## config.mk

```make
export PLATFORM = sky130hd
export DESIGN_NAME = dms_top
export DESIGN_NICKNAME = d
export VERILOG_FILES = /design/src/rtl/dms_pkg.sv /design/src/rtl/dms_div.sv /design/src/rtl/dms_sync.sv /design/src/rtl/dms_top.sv
export VERILOG_INCLUDE_DIRS = /design/src /design/src/rtl
export SDC_FILE = /design/constraint.sdc
export NUM_CORES = 2
export LEC_CHECK = 0
export ABC_CLOCK_PERIOD_IN_PS = 16950
export CELL_PAD_IN_SITES_DETAIL_PLACEMENT = 0
export CELL_PAD_IN_SITES_GLOBAL_PLACEMENT = 1
export CORE_MARGIN = 1.5
export CORE_UTILIZATION = 54
export DETAILED_ROUTE_END_ITERATION = 16
export DONT_BUFFER_PORTS = 1
export PLACE_DENSITY = 0.89
export SLEW_MARGIN = 20
export SYNTH_ARGS = -nofsm -noshare
export SYNTH_HDL_FRONTEND = slang
export SYNTH_SLANG_ARGS = --single-unit
```

## constraint.sdc

```tcl
create_clock -name ref_clk -period 16.95 [get_ports ref_clk]
set_input_delay 1.695 -clock ref_clk [delete_from_list [all_inputs] [get_ports ref_clk]]
set_output_delay 1.695 -clock ref_clk [all_outputs]
set_load 0.01 [all_outputs]
```

## src/rtl/dms_map.svh

```systemverilog
// Register offsets, object codes and fixed figures of the drive mode selector
`ifndef DMS_MAP_SVH
`define DMS_MAP_SVH

`define DMS_OFS_STATUS 5'h00
`define DMS_OFS_CTRL 5'h04
`define DMS_OFS_TBL_ADDR 5'h08
`define DMS_OFS_TBL_OBJ 5'h0C
`define DMS_OFS_TBL_VAL 5'h10
`define DMS_OFS_TBL_CNT 5'h14
`define DMS_OFS_TVEL 5'h18
`define DMS_OFS_SCALE 5'h1C

`define DMS_TBL_DEPTH 16
`define DMS_TBL_AW 4
`define DMS_CTRL_RESTART 0
`define DMS_OBJ_COMMENT 0

`define DMS_OBJ_SWDIS 16'hDD4C
`define DMS_OBJ_TVEL 16'h6042
`define DMS_OBJ_SCALE 16'h604C
`define DMS_SUB_ZERO 8'h00
`define DMS_SUB_NUM 8'h01
`define DMS_SUB_DEN 8'h02
`define DMS_SCALE_RST 16'h0001

`define DMS_RPM_TEST 11'h01E
`define DMS_RPM_HIGH 11'h3E8
`define DMS_RPM_LOW 11'h064

`define DMS_ADC_SPAN 12'hFFF
`define DMS_ADC_MID 12'h800
`define DMS_ADC_HALF 12'h7FF
`define DMS_FULL_MV 10000
`define DMS_DEAD_MV 20
`define DMS_DEAD_CODE 12'((`DMS_DEAD_MV * 4095) / `DMS_FULL_MV)
`define DMS_SETTLE 2'h3
`define DMS_DIV_STEPS 6'h28

`endif

```

## src/rtl/dms_pkg.sv

```systemverilog
// Types shared by the drive mode selector files
package dms_pkg;
    typedef enum logic [2:0] {
        DMS_MODE_NONE, DMS_MODE_CLKDIR, DMS_MODE_TEST, DMS_MODE_ANALOG, DMS_MODE_JOY
    } dms_mode_type;

    typedef enum logic [1:0] {DMS_ST_APPLY, DMS_ST_SWITCH, DMS_ST_START, DMS_ST_RUN} dms_state_type;

    typedef struct packed {
        logic comment;
        logic [15:0] index;
        logic [7:0] sub;
        logic [31:0] value;
    } dms_entry_type;

    typedef struct packed {
        logic valid;
        logic [15:0] index;
        logic [7:0] sub;
        logic [31:0] value;
    } dms_obj_wr_type;
endpackage

```

## src/rtl/dms_div.sv

```systemverilog
// Sequential restoring divider for speed scaling, one quotient bit per cycle
`timescale 1ns/10ps
`include "dms_map.svh"
module dms_div (
    input wire logic ref_clk,
    input wire logic reset,
    input wire logic start,
    input wire logic [39:0] num,
    input wire logic [27:0] den,
    output logic busy,
    output logic done,
    output logic [39:0] quo
);
    logic [39:0] quo_nxt, rem_r, rem_nxt;
    logic [27:0] den_r, den_nxt;
    logic [5:0] cnt_r, cnt_nxt;
    logic busy_nxt, done_nxt;
    logic [40:0] trial;

    always_comb begin
        quo_nxt = quo;
        rem_nxt = rem_r;
        den_nxt = den_r;
        cnt_nxt = cnt_r;
        busy_nxt = busy;
        done_nxt = 1'b0;
        trial = '0;
        if (start && !busy) begin
            quo_nxt = num;
            rem_nxt = '0;
            den_nxt = den;
            cnt_nxt = `DMS_DIV_STEPS;
            busy_nxt = 1'b1;
        end else if (busy) begin
            trial = {rem_r, quo[39]} - {13'h0, den_r};
            if (!trial[40]) begin
                rem_nxt = trial[39:0];
                quo_nxt = {quo[38:0], 1'b1};
            end else begin
                rem_nxt = {rem_r[38:0], quo[39]};
                quo_nxt = {quo[38:0], 1'b0};
            end
            cnt_nxt = cnt_r - 6'h01;
            if (cnt_r == 6'h01) begin
                busy_nxt = 1'b0;
                done_nxt = 1'b1;
            end
        end
    end

    always_ff @(posedge ref_clk) begin
        if (reset) begin
            quo <= '0;
            rem_r <= '0;
            den_r <= '0;
            cnt_r <= '0;
            busy <= 1'b0;
            done <= 1'b0;
        end else begin
            quo <= quo_nxt;
            rem_r <= rem_nxt;
            den_r <= den_nxt;
            cnt_r <= cnt_nxt;
            busy <= busy_nxt;
            done <= done_nxt;
        end
    end
endmodule

```

## src/rtl/dms_sync.sv

```systemverilog
// Two-flop synchroniser for pin inputs
`timescale 1ns/10ps
module dms_sync #(parameter int W = 1) (
    input wire logic ref_clk,
    input wire logic reset,
    input wire logic [W-1:0] din,
    output logic [W-1:0] dout
);
    logic [W-1:0] meta_r;

    always_ff @(posedge ref_clk) begin
        if (reset) begin
            meta_r <= '0;
            dout <= '0;
        end else begin
            meta_r <= din;
            dout <= meta_r;
        end
    end
endmodule

```

## src/rtl/dms_top.sv

```systemverilog
// Start-up configuration and special drive mode selection with analog speed command
//
// The register addresses and the Avalon-MM slave port were decided locally.
`timescale 1ns/10ps
`include "dms_map.svh"
module dms_top import dms_pkg::*; (
    input wire logic ref_clk,
    input wire logic reset,
    input wire logic [4:0] avs_address,
    input wire logic avs_read,
    input wire logic avs_write,
    input wire logic [31:0] avs_writedata,
    input wire logic [3:0] avs_byteenable,
    output logic [31:0] avs_readdata,
    output logic avs_waitrequest,
    input wire logic [3:0] dip_sw,
    input wire logic enable_in,
    input wire logic dir_in,
    input wire logic step_in,
    input wire logic [11:0] adc_data,
    input wire logic adc_valid,
    output dms_obj_wr_type obj_wr,
    output dms_mode_type op_mode,
    output logic closed_loop,
    output logic user_prog_start,
    output logic step_pulse,
    output logic step_dir,
    output logic signed [31:0] target_vel
);
    dms_entry_type tbl [`DMS_TBL_DEPTH];
    logic [3:0] sw_s;
    logic en_s, dir_s, step_s;

    dms_sync #(.W(4)) u_sw_sync (.ref_clk(ref_clk), .reset(reset), .din(dip_sw), .dout(sw_s));
    dms_sync #(.W(3)) u_io_sync (.ref_clk(ref_clk), .reset(reset),
        .din({enable_in, dir_in, step_in}), .dout({en_s, dir_s, step_s}));

    // Bus slave: one wait cycle, then one cycle with waitrequest low
    logic [`DMS_TBL_AW-1:0] tbl_addr_r, tbl_addr_nxt;
    dms_entry_type tbl_obj_r, tbl_obj_nxt;
    logic [`DMS_TBL_AW:0] tbl_cnt_r, tbl_cnt_nxt;
    logic restart_r, restart_nxt;
    logic [31:0] rdata_nxt, wmask;
    logic wait_nxt, bus_req, bus_go, tbl_we;
    dms_state_type state_r, state_nxt;
    logic swdis_r;
    logic [15:0] scale_num_r, scale_den_r;

    assign bus_req = avs_read || avs_write;
    assign bus_go = bus_req && !avs_waitrequest;
    assign wmask = {{8{avs_byteenable[3]}}, {8{avs_byteenable[2]}},
                    {8{avs_byteenable[1]}}, {8{avs_byteenable[0]}}};

    always_comb begin
        tbl_addr_nxt = tbl_addr_r;
        tbl_obj_nxt = tbl_obj_r;
        tbl_cnt_nxt = tbl_cnt_r;
        restart_nxt = 1'b0;
        tbl_we = 1'b0;
        wait_nxt = !(bus_req && avs_waitrequest);
        rdata_nxt = avs_readdata;
        if (bus_req && avs_waitrequest) begin
            unique case (avs_address)
                `DMS_OFS_STATUS: rdata_nxt = {22'h0, state_r, swdis_r, en_s,
                                              closed_loop, 2'h0, op_mode};
                `DMS_OFS_TBL_ADDR: rdata_nxt = {28'h0000000, tbl_addr_r};
                `DMS_OFS_TBL_OBJ: rdata_nxt = {tbl_obj_r.index, tbl_obj_r.sub,
                                               7'h00, tbl_obj_r.comment};
                `DMS_OFS_TBL_CNT: rdata_nxt = {27'h0, tbl_cnt_r};
                `DMS_OFS_TVEL: rdata_nxt = target_vel;
                `DMS_OFS_SCALE: rdata_nxt = {scale_den_r, scale_num_r};
                default: rdata_nxt = 32'h00000000;
            endcase
        end
        // Writes land on the edge where waitrequest is seen low
        if (bus_go && avs_write) begin
            unique case (avs_address)
                `DMS_OFS_CTRL: restart_nxt = avs_writedata[`DMS_CTRL_RESTART]
                                             && avs_byteenable[0];
                `DMS_OFS_TBL_ADDR: if (avs_byteenable[0]) begin
                    tbl_addr_nxt = avs_writedata[`DMS_TBL_AW-1:0];
                end
                `DMS_OFS_TBL_OBJ: begin
                    tbl_obj_nxt.comment = avs_byteenable[0] ?
                        avs_writedata[`DMS_OBJ_COMMENT] : tbl_obj_r.comment;
                    {tbl_obj_nxt.index, tbl_obj_nxt.sub} =
                        ({tbl_obj_r.index, tbl_obj_r.sub} & ~wmask[31:8]) |
                        (avs_writedata[31:8] & wmask[31:8]);
                end
                `DMS_OFS_TBL_VAL: begin
                    tbl_obj_nxt.value = (tbl_obj_r.value & ~wmask) | (avs_writedata & wmask);
                    tbl_we = 1'b1;
                end
                `DMS_OFS_TBL_CNT: if (avs_byteenable[0]) begin
                    tbl_cnt_nxt = avs_writedata[`DMS_TBL_AW:0];
                end
                default: ;
            endcase
        end
    end

    // Store is not reset: it survives restarts like a stored file
    always_ff @(posedge ref_clk) begin
        if (tbl_we) begin
            tbl[tbl_addr_r] <= tbl_obj_nxt;
        end
    end

    always_ff @(posedge ref_clk) begin
        if (reset) begin
            tbl_addr_r <= '0;
            tbl_obj_r <= '0;
            tbl_cnt_r <= '0;
            restart_r <= 1'b0;
            avs_waitrequest <= 1'b1;
            avs_readdata <= 32'h00000000;
        end else begin
            tbl_addr_r <= tbl_addr_nxt;
            tbl_obj_r <= tbl_obj_nxt;
            tbl_cnt_r <= tbl_cnt_nxt;
            restart_r <= restart_nxt;
            avs_waitrequest <= wait_nxt;
            avs_readdata <= rdata_nxt;
        end
    end

    // Start-up sequencer
    logic [`DMS_TBL_AW:0] idx_r, idx_nxt;
    logic [1:0] settle_r, settle_nxt;
    logic swdis_nxt, closed_nxt, start_nxt;
    logic [15:0] scale_num_nxt, scale_den_nxt;
    dms_mode_type mode_nxt;
    dms_obj_wr_type obj_nxt;
    dms_entry_type ent;
    logic [10:0] max_rpm_r, max_rpm_nxt;
    logic test_neg_r, test_neg_nxt;

    assign ent = tbl[idx_r[`DMS_TBL_AW-1:0]];

    always_comb begin
        state_nxt = state_r;
        idx_nxt = idx_r;
        settle_nxt = settle_r;
        swdis_nxt = swdis_r;
        scale_num_nxt = scale_num_r;
        scale_den_nxt = scale_den_r;
        mode_nxt = op_mode;
        closed_nxt = closed_loop;
        max_rpm_nxt = max_rpm_r;
        test_neg_nxt = test_neg_r;
        start_nxt = 1'b0;
        obj_nxt = '0;
        unique case (state_r)
            DMS_ST_APPLY: begin
                if (idx_r < tbl_cnt_r) begin
                    if (!ent.comment) begin
                        obj_nxt = {1'b1, ent.index, ent.sub, ent.value};
                        if (ent.index == `DMS_OBJ_SWDIS && ent.sub == `DMS_SUB_ZERO) begin
                            swdis_nxt = ent.value == 32'h00000001;
                        end
                        if (ent.index == `DMS_OBJ_SCALE && ent.sub == `DMS_SUB_NUM) begin
                            scale_num_nxt = ent.value[15:0];
                        end
                        if (ent.index == `DMS_OBJ_SCALE && ent.sub == `DMS_SUB_DEN) begin
                            scale_den_nxt = ent.value[15:0];
                        end
                    end
                    idx_nxt = idx_r + 1'b1;
                end else begin
                    state_nxt = DMS_ST_SWITCH;
                end
            end
            DMS_ST_SWITCH: begin
                // Wait for the switch synchroniser to hold settled samples
                settle_nxt = settle_r + 2'h1;
                if (settle_r == `DMS_SETTLE) begin
                    state_nxt = DMS_ST_START;
                    if (swdis_r) begin
                        mode_nxt = DMS_MODE_NONE;
                    end else begin
                        closed_nxt = sw_s[3];
                        test_neg_nxt = sw_s[2];
                        max_rpm_nxt = sw_s[2] ? `DMS_RPM_LOW : `DMS_RPM_HIGH;
                        if (sw_s[0]) begin
                            mode_nxt = sw_s[1] ? DMS_MODE_JOY : DMS_MODE_ANALOG;
                        end else begin
                            mode_nxt = sw_s[1] ? DMS_MODE_TEST : DMS_MODE_CLKDIR;
                        end
                    end
                end
            end
            DMS_ST_START: begin
                start_nxt = 1'b1;
                state_nxt = DMS_ST_RUN;
            end
            DMS_ST_RUN: ;
        endcase
    end

    always_ff @(posedge ref_clk) begin
        if (reset || restart_r) begin
            state_r <= DMS_ST_APPLY;
            idx_r <= '0;
            settle_r <= 2'h0;
            swdis_r <= 1'b0;
            scale_num_r <= `DMS_SCALE_RST;
            scale_den_r <= `DMS_SCALE_RST;
            op_mode <= DMS_MODE_NONE;
            closed_loop <= 1'b0;
            max_rpm_r <= `DMS_RPM_HIGH;
            test_neg_r <= 1'b0;
            user_prog_start <= 1'b0;
            obj_wr <= '0;
        end else begin
            state_r <= state_nxt;
            idx_r <= idx_nxt;
            settle_r <= settle_nxt;
            swdis_r <= swdis_nxt;
            scale_num_r <= scale_num_nxt;
            scale_den_r <= scale_den_nxt;
            op_mode <= mode_nxt;
            closed_loop <= closed_nxt;
            max_rpm_r <= max_rpm_nxt;
            test_neg_r <= test_neg_nxt;
            user_prog_start <= start_nxt;
            obj_wr <= obj_nxt;
        end
    end

    // Motion: clock-direction steps, test run and analog speed
    logic running, joy, dead, neg_now, neg_r, neg_nxt, step_prev_r;
    logic step_pulse_nxt, step_dir_nxt, div_start, div_busy, div_done;
    logic [11:0] mag, span;
    logic [39:0] div_q;
    logic signed [31:0] vel_nxt;

    assign running = state_r == DMS_ST_RUN;
    assign joy = op_mode == DMS_MODE_JOY;
    assign mag = joy ? (adc_data >= `DMS_ADC_MID ? adc_data - `DMS_ADC_MID
                                                  : `DMS_ADC_MID - adc_data) : adc_data;
    assign span = joy ? `DMS_ADC_HALF : `DMS_ADC_SPAN;
    assign dead = mag <= `DMS_DEAD_CODE;
    assign neg_now = joy ? adc_data < `DMS_ADC_MID : dir_s;
    assign div_start = running && en_s && adc_valid && !div_busy && !dead &&
                       (op_mode == DMS_MODE_ANALOG || joy);

    // ADC magnitude times max rpm times scaling ratio, over the span
    dms_div u_div (.ref_clk(ref_clk), .reset(reset), .start(div_start),
        .num(40'(mag * max_rpm_r * scale_num_r)), .den(28'(span * scale_den_r)),
        .busy(div_busy), .done(div_done), .quo(div_q));

    always_comb begin
        vel_nxt = target_vel;
        neg_nxt = div_start ? neg_now : neg_r;
        step_pulse_nxt = 1'b0;
        step_dir_nxt = step_dir;
        if (!running || !en_s) begin
            vel_nxt = 32'sh00000000;
        end else begin
            unique case (op_mode)
                DMS_MODE_CLKDIR: begin
                    step_pulse_nxt = step_s && !step_prev_r;
                    step_dir_nxt = dir_s;
                end
                DMS_MODE_TEST: vel_nxt = test_neg_r ? -32'(`DMS_RPM_TEST)
                                                    : 32'(`DMS_RPM_TEST);
                DMS_MODE_ANALOG, DMS_MODE_JOY: begin
                    if (adc_valid && !div_busy && dead) begin
                        vel_nxt = 32'sh00000000;
                    end else if (div_done) begin
                        vel_nxt = neg_r ? -$signed({1'b0, div_q[30:0]})
                                        : $signed({1'b0, div_q[30:0]});
                    end
                end
                default: vel_nxt = 32'sh00000000;
            endcase
        end
    end

    always_ff @(posedge ref_clk) begin
        if (reset || restart_r) begin
            target_vel <= 32'sh00000000;
            neg_r <= 1'b0;
            step_prev_r <= 1'b0;
            step_pulse <= 1'b0;
            step_dir <= 1'b0;
        end else begin
            target_vel <= vel_nxt;
            neg_r <= neg_nxt;
            step_prev_r <= step_s;
            step_pulse <= step_pulse_nxt;
            step_dir <= step_dir_nxt;
        end
    end

    property p_order;
        @(posedge ref_clk) disable iff (reset) user_prog_start |-> $past(state_r, 2) == DMS_ST_SWITCH;
    endproperty
    a_order: assert property (p_order) else $error("user program started out of order");

    property p_seq;
        @(posedge ref_clk) disable iff (reset || restart_r)
        (state_r == DMS_ST_APPLY && idx_r < tbl_cnt_r) |=> idx_r == $past(idx_r) + 1'b1;
    endproperty
    a_seq: assert property (p_seq) else $error("entries not walked in order");

    property p_comment;
        @(posedge ref_clk) disable iff (reset || restart_r)
        (state_r == DMS_ST_APPLY && idx_r < tbl_cnt_r && ent.comment) |=> !obj_wr.valid;
    endproperty
    a_comment: assert property (p_comment) else $error("comment entry had an effect");

    property p_swdis;
        @(posedge ref_clk) disable iff (reset || restart_r)
        (state_r == DMS_ST_SWITCH && settle_r == `DMS_SETTLE && swdis_r)
        |=> op_mode == DMS_MODE_NONE && !closed_loop;
    endproperty
    a_swdis: assert property (p_swdis) else $error("switches used while disabled");

    property p_clkdir;
        @(posedge ref_clk) disable iff (reset || restart_r)
        (state_r == DMS_ST_SWITCH && settle_r == `DMS_SETTLE && !swdis_r && !sw_s[0] && !sw_s[1])
        |=> op_mode == DMS_MODE_CLKDIR ##1 user_prog_start;
    endproperty
    a_clkdir: assert property (p_clkdir) else $error("switch decode wrong");

    property p_loop;
        @(posedge ref_clk) disable iff (reset || restart_r)
        (state_r == DMS_ST_SWITCH && settle_r == `DMS_SETTLE && !swdis_r)
        |=> closed_loop == $past(sw_s[3]);
    endproperty
    a_loop: assert property (p_loop) else $error("loop select wrong");

    property p_test;
        @(posedge ref_clk) disable iff (reset || restart_r)
        // Restart clears the speed one edge later, so that edge is excluded
        (running && !restart_r && op_mode == DMS_MODE_TEST && en_s)
        |=> target_vel == (test_neg_r ? -32'sd30 : 32'sd30);
    endproperty
    a_test: assert property (p_test) else $error("test run speed wrong");

    property p_disable;
        @(posedge ref_clk) disable iff (reset || restart_r)
        !en_s |=> target_vel == 32'sh00000000 && !step_pulse;
    endproperty
    a_disable: assert property (p_disable) else $error("motion while enable low");

    property p_dead;
        @(posedge ref_clk) disable iff (reset || restart_r)
        (running && !restart_r && en_s && adc_valid && !div_busy && dead &&
         (op_mode == DMS_MODE_ANALOG || joy)) |=> target_vel == 32'sh00000000;
    endproperty
    a_dead: assert property (p_dead) else $error("dead zone gave speed");

    property p_freeze;
        @(posedge ref_clk) disable iff (reset || restart_r)
        (running && !restart_r)
        |=> $stable(op_mode) && $stable(closed_loop) && $stable(scale_num_r);
    endproperty
    a_freeze: assert property (p_freeze) else $error("configuration changed while running");
endmodule
```

---- Word level (Yosys, flattened, before mapping) ----
Memory sizes are Yosys's and may differ from the RTL's. A register that Yosys moved wholly into a read port is not among the register bits.
Cells that the tools add are included.
word-level totals
  bits in registers ....................... 382
  latch bits .............................. 0
  memory bits (writable) .................. 912
  memory bits (read-only) ................. 0
  input port bits ......................... 65
  output and inout port bits .............. 129
  logic and storage cells ................. 188
  memories ................................ 1
operators by class
  add/subtract/negate cells ............... 7
  $mul .................................... 3
  divide/modulo/power cells ............... 0
  order comparisons ....................... 4
  equality and inequality tests ........... 24
  shift operators ......................... 0
  muxes and demuxes ....................... 40
  bitwise gates (word level) .............. 17
  reduce and logical (&&, ||, !) cells .... 51
memories
  memory  words  width  rd ports  clocked after memory_dff  wr ports  RTL line       RTL
  tbl     16     57     1         1                         1         dms_top.sv:30  dms_entry_type tbl [`DMS_TBL_DEPTH];
operators by type and width
  cell                                                                      count
  32-bit one-hot mux with 6 select lines                                    1
  32-bit two-way mux                                                        5
  57-bit two-way mux                                                        2
  32-bit one-hot mux with 3 select lines                                    1
  39-bit two-way mux                                                        2
  32-bit bitwise AND                                                        2
  24-bit bitwise AND                                                        2
  41-bit by 28-bit subtractor with 41-bit output                            1
  40-bit two-way mux                                                        1
  23-bit by 16-bit multiplier with 39-bit output                            1
  12-bit two-way mux                                                        3
  32-bit by 1-bit equality test with 1-bit output (second input constant)   1
  31-bit negator with 32-bit output                                         1
  32-bit NOT                                                                1
  32-bit bitwise OR                                                         1
  12-bit by 16-bit multiplier with 28-bit output                            1
  25-bit two-way mux                                                        1
  24-bit NOT                                                                1
  24-bit bitwise OR                                                         1
  12-bit by 11-bit multiplier with 23-bit output                            1
  5-bit equality test (second input constant)                               4
  16-bit by 15-bit equality test with 1-bit output (second input constant)  1
  16-bit equality test (second input constant)                              1
  1-bit logical AND                                                         16
  42 further kinds                                                          94

---- Logic depth before layout (Yosys ltp) ----
  depth in word-level cells ............... 9
  gate-level depth with buffers ........... 47
  gate-level depth less buffers ........... 46

---- Hierarchy ----
From an unflattened synthesis, not the netlist that was laid out.
second synthesis, totals
  cell total of the unflattened synthesis .. 5495
  area total of the unflattened synthesis .. 70526.4 sq um
by module, submodules not included
  module                instances  cells each  area an instance (sq um)  seq. area each (sq um)
  dms_top               1          4608        63559.7                   32311.0
  dms_div               1          859         6598.8                    2322.2
  dms_sync (u_sw_sync)  1          16          210.2                     160.2
  dms_sync (u_io_sync)  1          12          157.7                     120.1

---- Worst setup path after synthesis ----
OpenSTA, ideal clock, no wires.
  path kind ............................... in2reg
  start point ............................. input port adc_data[0]
  end point ............................... register u_div.quo[37]
  library setup time ...................... 130 ps
  arrival ................................. 12866 ps
  required time ........................... 16820 ps
  slack ................................... 3954 ps
  stages .................................. 47
  path buffers ............................ 2
  cell sequence ........................... clkbuf_1 > inv_1 > ha_1 > nor3b_1 > nor2_1 > xor2_1 > and2_0 > ha_1 > fa_1 > ha_1 > inv_1 > fa_1 > inv_1 > ha_1 > ha_1 > fa_1 > a21o_1 > a21oi_1 > (+11 left out) > inv_1 > fa_1 > fa_1 > fa_1 > inv_1 > fa_1 > inv_1 > ha_1 > a21oi_1 > o21ai_0 > or4_1 > o21ai_0 > or4_1 > a21o_1 > o21ai_1 > o31ai_1 > xor2_1 > o22ai_1
on the way
  longest elaborated chain between the ends .. 9
  elaborated cells on any way between the ends .. 14
  those cells by class .................... 2 x add/sub; 2 x mul; 2 x order compare; 3 x mux; 5 x reduce/logical
ends and longest elaborated chain
  what                                                                                                    RTL line        RTL
  start, declared                                                                                         dms_top.sv:20   input wire logic [11:0] adc_data,
  12-bit subtractor (no source line) or 12-bit >= comparator (tied branches)                              n/a
  12-bit two-way mux                                                                                      dms_top.sv:239  assign mag = joy ? (adc_data >= `DMS_ADC_MID ? adc_data - `DMS_ADC_MID
  12-bit two-way mux *                                                                                    dms_top.sv:239
  parallel branches: the longest is 6 deep, another holds 23-bit by 16-bit multiplier with 39-bit output  n/a
  end signal, assigned                                                                                    dms_div.sv:60   quo <= quo_nxt;
  end, declared                                                                                           dms_div.sv:12   output logic [39:0] quo
Every way passes the cells marked *.
A chain may end at the register's enable or synchronous reset.

---- Worst setup path in the final report ----
  start point ............................. input port adc_data[0]
  end point ............................... register u_div.quo[35]
The elaborated chain is that of the path after synthesis.

==> impl_results.md <==
- Max Fanout on Critical Path: 25
- Share of power burned in the clock network: 34.8%
- Max-slew violation count: 0
- FFs w/ async S/R, synth: 0%
- Core Region: 0.128 mm^2
- Most common library cell in the layout ignoring fill and taps: sky130_fd_sc_hd__edfxtp_1
- GR Layer Usage met2: 45.1%
- Most crowded layer after global routing: met2
- Commonest cells after routing, fill and taps aside: sky130_fd_sc_hd__edfxtp_1 (912), sky130_fd_sc_hd__inv_1 (557), sky130_fd_sc_hd__fa_1 (421)
- I/O Buffers: 0
- Layout Nets: 5919
- Clk root buf: sky130_fd_sc_hd__clkbuf_16
- Setup repair after global routing missed its margin: false
- Number of search-and-repair iterations in the first detailed-routing pass: 6
- Rows: 131
- Worst reg2reg setup slack: 3920 ps
- Area of placed instances: 0.0711 mm^2
- I/O pin cnt: 194
- Global route total overflow: 0
- Comb power frac: 21.2%
- Synth Net Count: 5992
- Detailed-placement wirelength estimate: 121000 um
- Clock insertion delay at the later pin of the skew report: 780 ps
- GPL Wtd Cong: 0.923
- Internal power component: 5.27 mW
- Total Wirelength: 187000 um
- Distinct cell type count after synthesis: 91
- Clk buf depth: 3
- #FFs+latches synth: 1288
- Share of total power in sequential cells: 44.0%
- Critical path startpoint category: input pin
- P per Cell Area: 101 mW/mm^2
- Fraction of the cycle the final worst path needs: 79.0%
- # resized after CTS: 0
- Clock-pin transition on the worst setup and hold timing paths: 70 ps
- Clock skew after layout: 89.8 ps
- Setup repair bufs after CTS: 0
- Vias per cell: 6.22
- Final setup violation count: 0
- Total standard cell area after synthesis: 0.0694 mm^2
- Share of cells above drive strength 1: 12.5%
- Met3 global-route usage: 9.73%
- Floorplan die height: 361 um
- Cell leakage power: 29.5 nW
- Status: complete, no violations
- Initial Utilization: 54.4%
- Yosys warnings: 0
- Detailed-route DRC error count: 0
- Setup Total Neg Slack: 0 ps
- Gate count of the mapped netlist: 5222
- Kind of end point of the critical path: flip-flop
- Number of filler instances in the final layout: 9674
- Area added between synthesis and finish: 8.12%
- Clock tree from TritonCTS: done
- Startpoint-to-endpoint class of the critical path: in2reg
- H-tree depth reported by CTS: 3
- Max transition margin: 21.1%
- Synth top area cells: sky130_fd_sc_hd__edfxtp_1 (39%), sky130_fd_sc_hd__fa_1 (12%), sky130_fd_sc_hd__dfxtp_1 (11%)
- Maximum clock frequency: 74.7 MHz
- WP data arrival: 14030 ps
- Crit-path slowest cell: sky130_fd_sc_hd__nor3b_1
- Average instance area after synthesis: 13.3 um^2
- Maximum number of pins on one net before global-route repair: 129
- Wire length of the first global-routing pass: 279000 um
- Most prevalent standard cell on the critical path: sky130_fd_sc_hd__fa_1
- Final Hold Violating Endpoints: 0
- Hold WC Path Type: reg2reg
- Maximum cell stage delay along the critical path: 680 ps
- Most used flip-flop cell after synthesis: sky130_fd_sc_hd__edfxtp_1
- Global routing met1 resource utilization: 37.8%
- Vias after detailed routing: 43100
- Total CTS buffers: 116
- Maximum VDD drop: 0.137 mV
- Clk sink count: 1288
- Final design instance area without fill: 0.0750 mm^2
- Largest area contributor in the netlist: sky130_fd_sc_hd__edfxtp_1
- Via count of the first global-routing pass: 43500
- Average wire per standard cell: 27.0 um
- Number of synthesized flops with an enable pin: 912
- Data required time of the worst path: 17600 ps
- CTS Hold Bufs: 0
- Number of antenna violations at the first check in global routing: 20
- Sw Ratio: 30.5%
- MaxCap Viol Count: 0
- DR iter-0 viols: 4999
- Share of the yosys chip area belonging to registers: 50.3%
- Pin slew with the least headroom to its limit: 1180 ps
- Area of the die: 0.131 mm^2
- Switching power total: 2.31 mW
- Die Wd: 361 um
- Time the final worst path needs with I/O delays and setup: 13380 ps
- Tot GR Track Use: 28.7%
- Area fraction of the dominant cell type after synthesis: 39.5%
- Post-detailed-route count of antenna-violating nets: 0
[Yosys cell counts (76+ instances only)]
cell	n
sky130_fd_sc_hd__and2_1	204
sky130_fd_sc_hd__mux2i_1	78
sky130_fd_sc_hd__clkbuf_1	194
sky130_fd_sc_hd__inv_1	559
sky130_fd_sc_hd__and3_1	76
sky130_fd_sc_hd__a22oi_1	96
sky130_fd_sc_hd__edfxtp_1	912
sky130_fd_sc_hd__fa_1	421
sky130_fd_sc_hd__o21ai_0	118
sky130_fd_sc_hd__dfxtp_1	376
sky130_fd_sc_hd__a21oi_1	163
sky130_fd_sc_hd__nand2_1	376
sky130_fd_sc_hd__ha_1	284
sky130_fd_sc_hd__mux4_2	278
sky130_fd_sc_hd__nor2_1	241
[power by group through the flow]
stage | clock [mW] | combinational, mW | sequential [mW]
floorplan | 0 | 1.03 | 3.41
global placement | 0 | 1.55 | 3.41
detailed placement | 0 | 1.56 | 3.41
CTS | 2.65 | 1.58 | 3.34
global route | 2.77 | 1.76 | 3.34
finish | 2.64 | 1.60 | 3.34
[registers in the layout (all words and copies together), names as in the netlist, 2 cells and up, named ones only]
name	flops
tbl_cnt_r	5
op_mode	3
max_rpm_r	2
tbl_obj_r	57
obj_wr	57
target_vel	32
tbl_addr_r	4
u_div.quo	40
u_div.rem_r	40
avs_readdata	32
u_div.cnt_r	6
idx_r	5
settle_r	2
u_sw_sync.dout	4
u_io_sync.dout	3
tbl	912
state_r	2
u_div.den_r	28
u_sw_sync.meta_r	4
scale_num_r	16
scale_den_r	16
u_io_sync.meta_r	3
[cell families (layout without fill, tap and decap cells)]
group | Yosys count | in the layout | share of synthesized area [%]
fa+ha+maj | 705 | 705 | 17.3
compound gates | 671 | 671 | 6.29
other cells | 0 | 12 | 0
simple gates | 1171 | 1171 | 8.40
buf+inv | 819 | 846 | 4.66
mux | 420 | 420 | 11.2
flops | 1288 | 1288 | 50.3
xor+xnor | 148 | 148 | 1.87
[through the flow]
| stage | hold slack [ps] | std cells | power [mW] | worst slack (ps) | utilization (%) |
|---|---|---|---|---|---|
| floorplan | 414 | 5222 | 4.44 | 3950 | - |
| global placement | 432 | 6692 | 4.96 | 3300 | 55.8 |
| detailed placement | 437 | 6692 | 4.97 | 3010 | 55.8 |
| CTS | 446 | 6910 | 7.57 | 3710 | 58.8 |
| global route | 459 | 6914 | 7.87 | 2850 | 58.8 |
| finish | 447 | 6923 | 7.58 | 3570 | 58.8 |
[worst max-delay path: cells and delay by family]
| kind | cells | cell delay, ps |
|---|---|---|
| AO/OA/AOI/OAI | 11 | 2600 |
| XOR/XNOR | 2 | 540 |
| adder cells (fa/ha/maj) | 14 | 5980 |
| buffers and inverters | 7 | 490 |
| AND/OR/NAND/NOR | 10 | 2690 |
[worst paths after layout]
path                                  endpoint                      startpoint  cells past startpoint
setup / recovery    u_div.quo[35]$_SDFFE_PP0P_                     adc_data[0]                     44
hold / removal    u_sw_sync.dout[2]$_SDFF_PP0_  u_sw_sync.meta_r[2]$_SDFF_PP0_                      1
setup reg to reg    u_div.quo[35]$_SDFFE_PP0P_         op_mode[0]$_SDFFE_PP0P_                     42
hold reg to reg   u_sw_sync.dout[2]$_SDFF_PP0_  u_sw_sync.meta_r[2]$_SDFF_PP0_                      1
[metal layers]
metal / share of wire (%) / up-vias
met3: 13 / 391
met2: 47 / 2309
met1: 38 / 21900
met5: 0.071 / -
li1: - / 18500
met4: 3.0 / 20
[layout make-up]
type | instances | area, um^2 | share of cell area, %
clock buffers | 173 | 3340 | 4.45
clock inverters | 45 | 474 | 0.632
repair buffers | 68 | 543 | 0.724
multi-input cells | 3115 | 31500 | 42.0
diodes | 12 | 30.0 | 0.0400
inverters | 560 | 2100 | 2.80
well taps | 1662 | 2080 | 2.77
flip-flops and latches | 1288 | 34900 | 46.6
No activity file was read; power rests on OpenSTA's default activity.
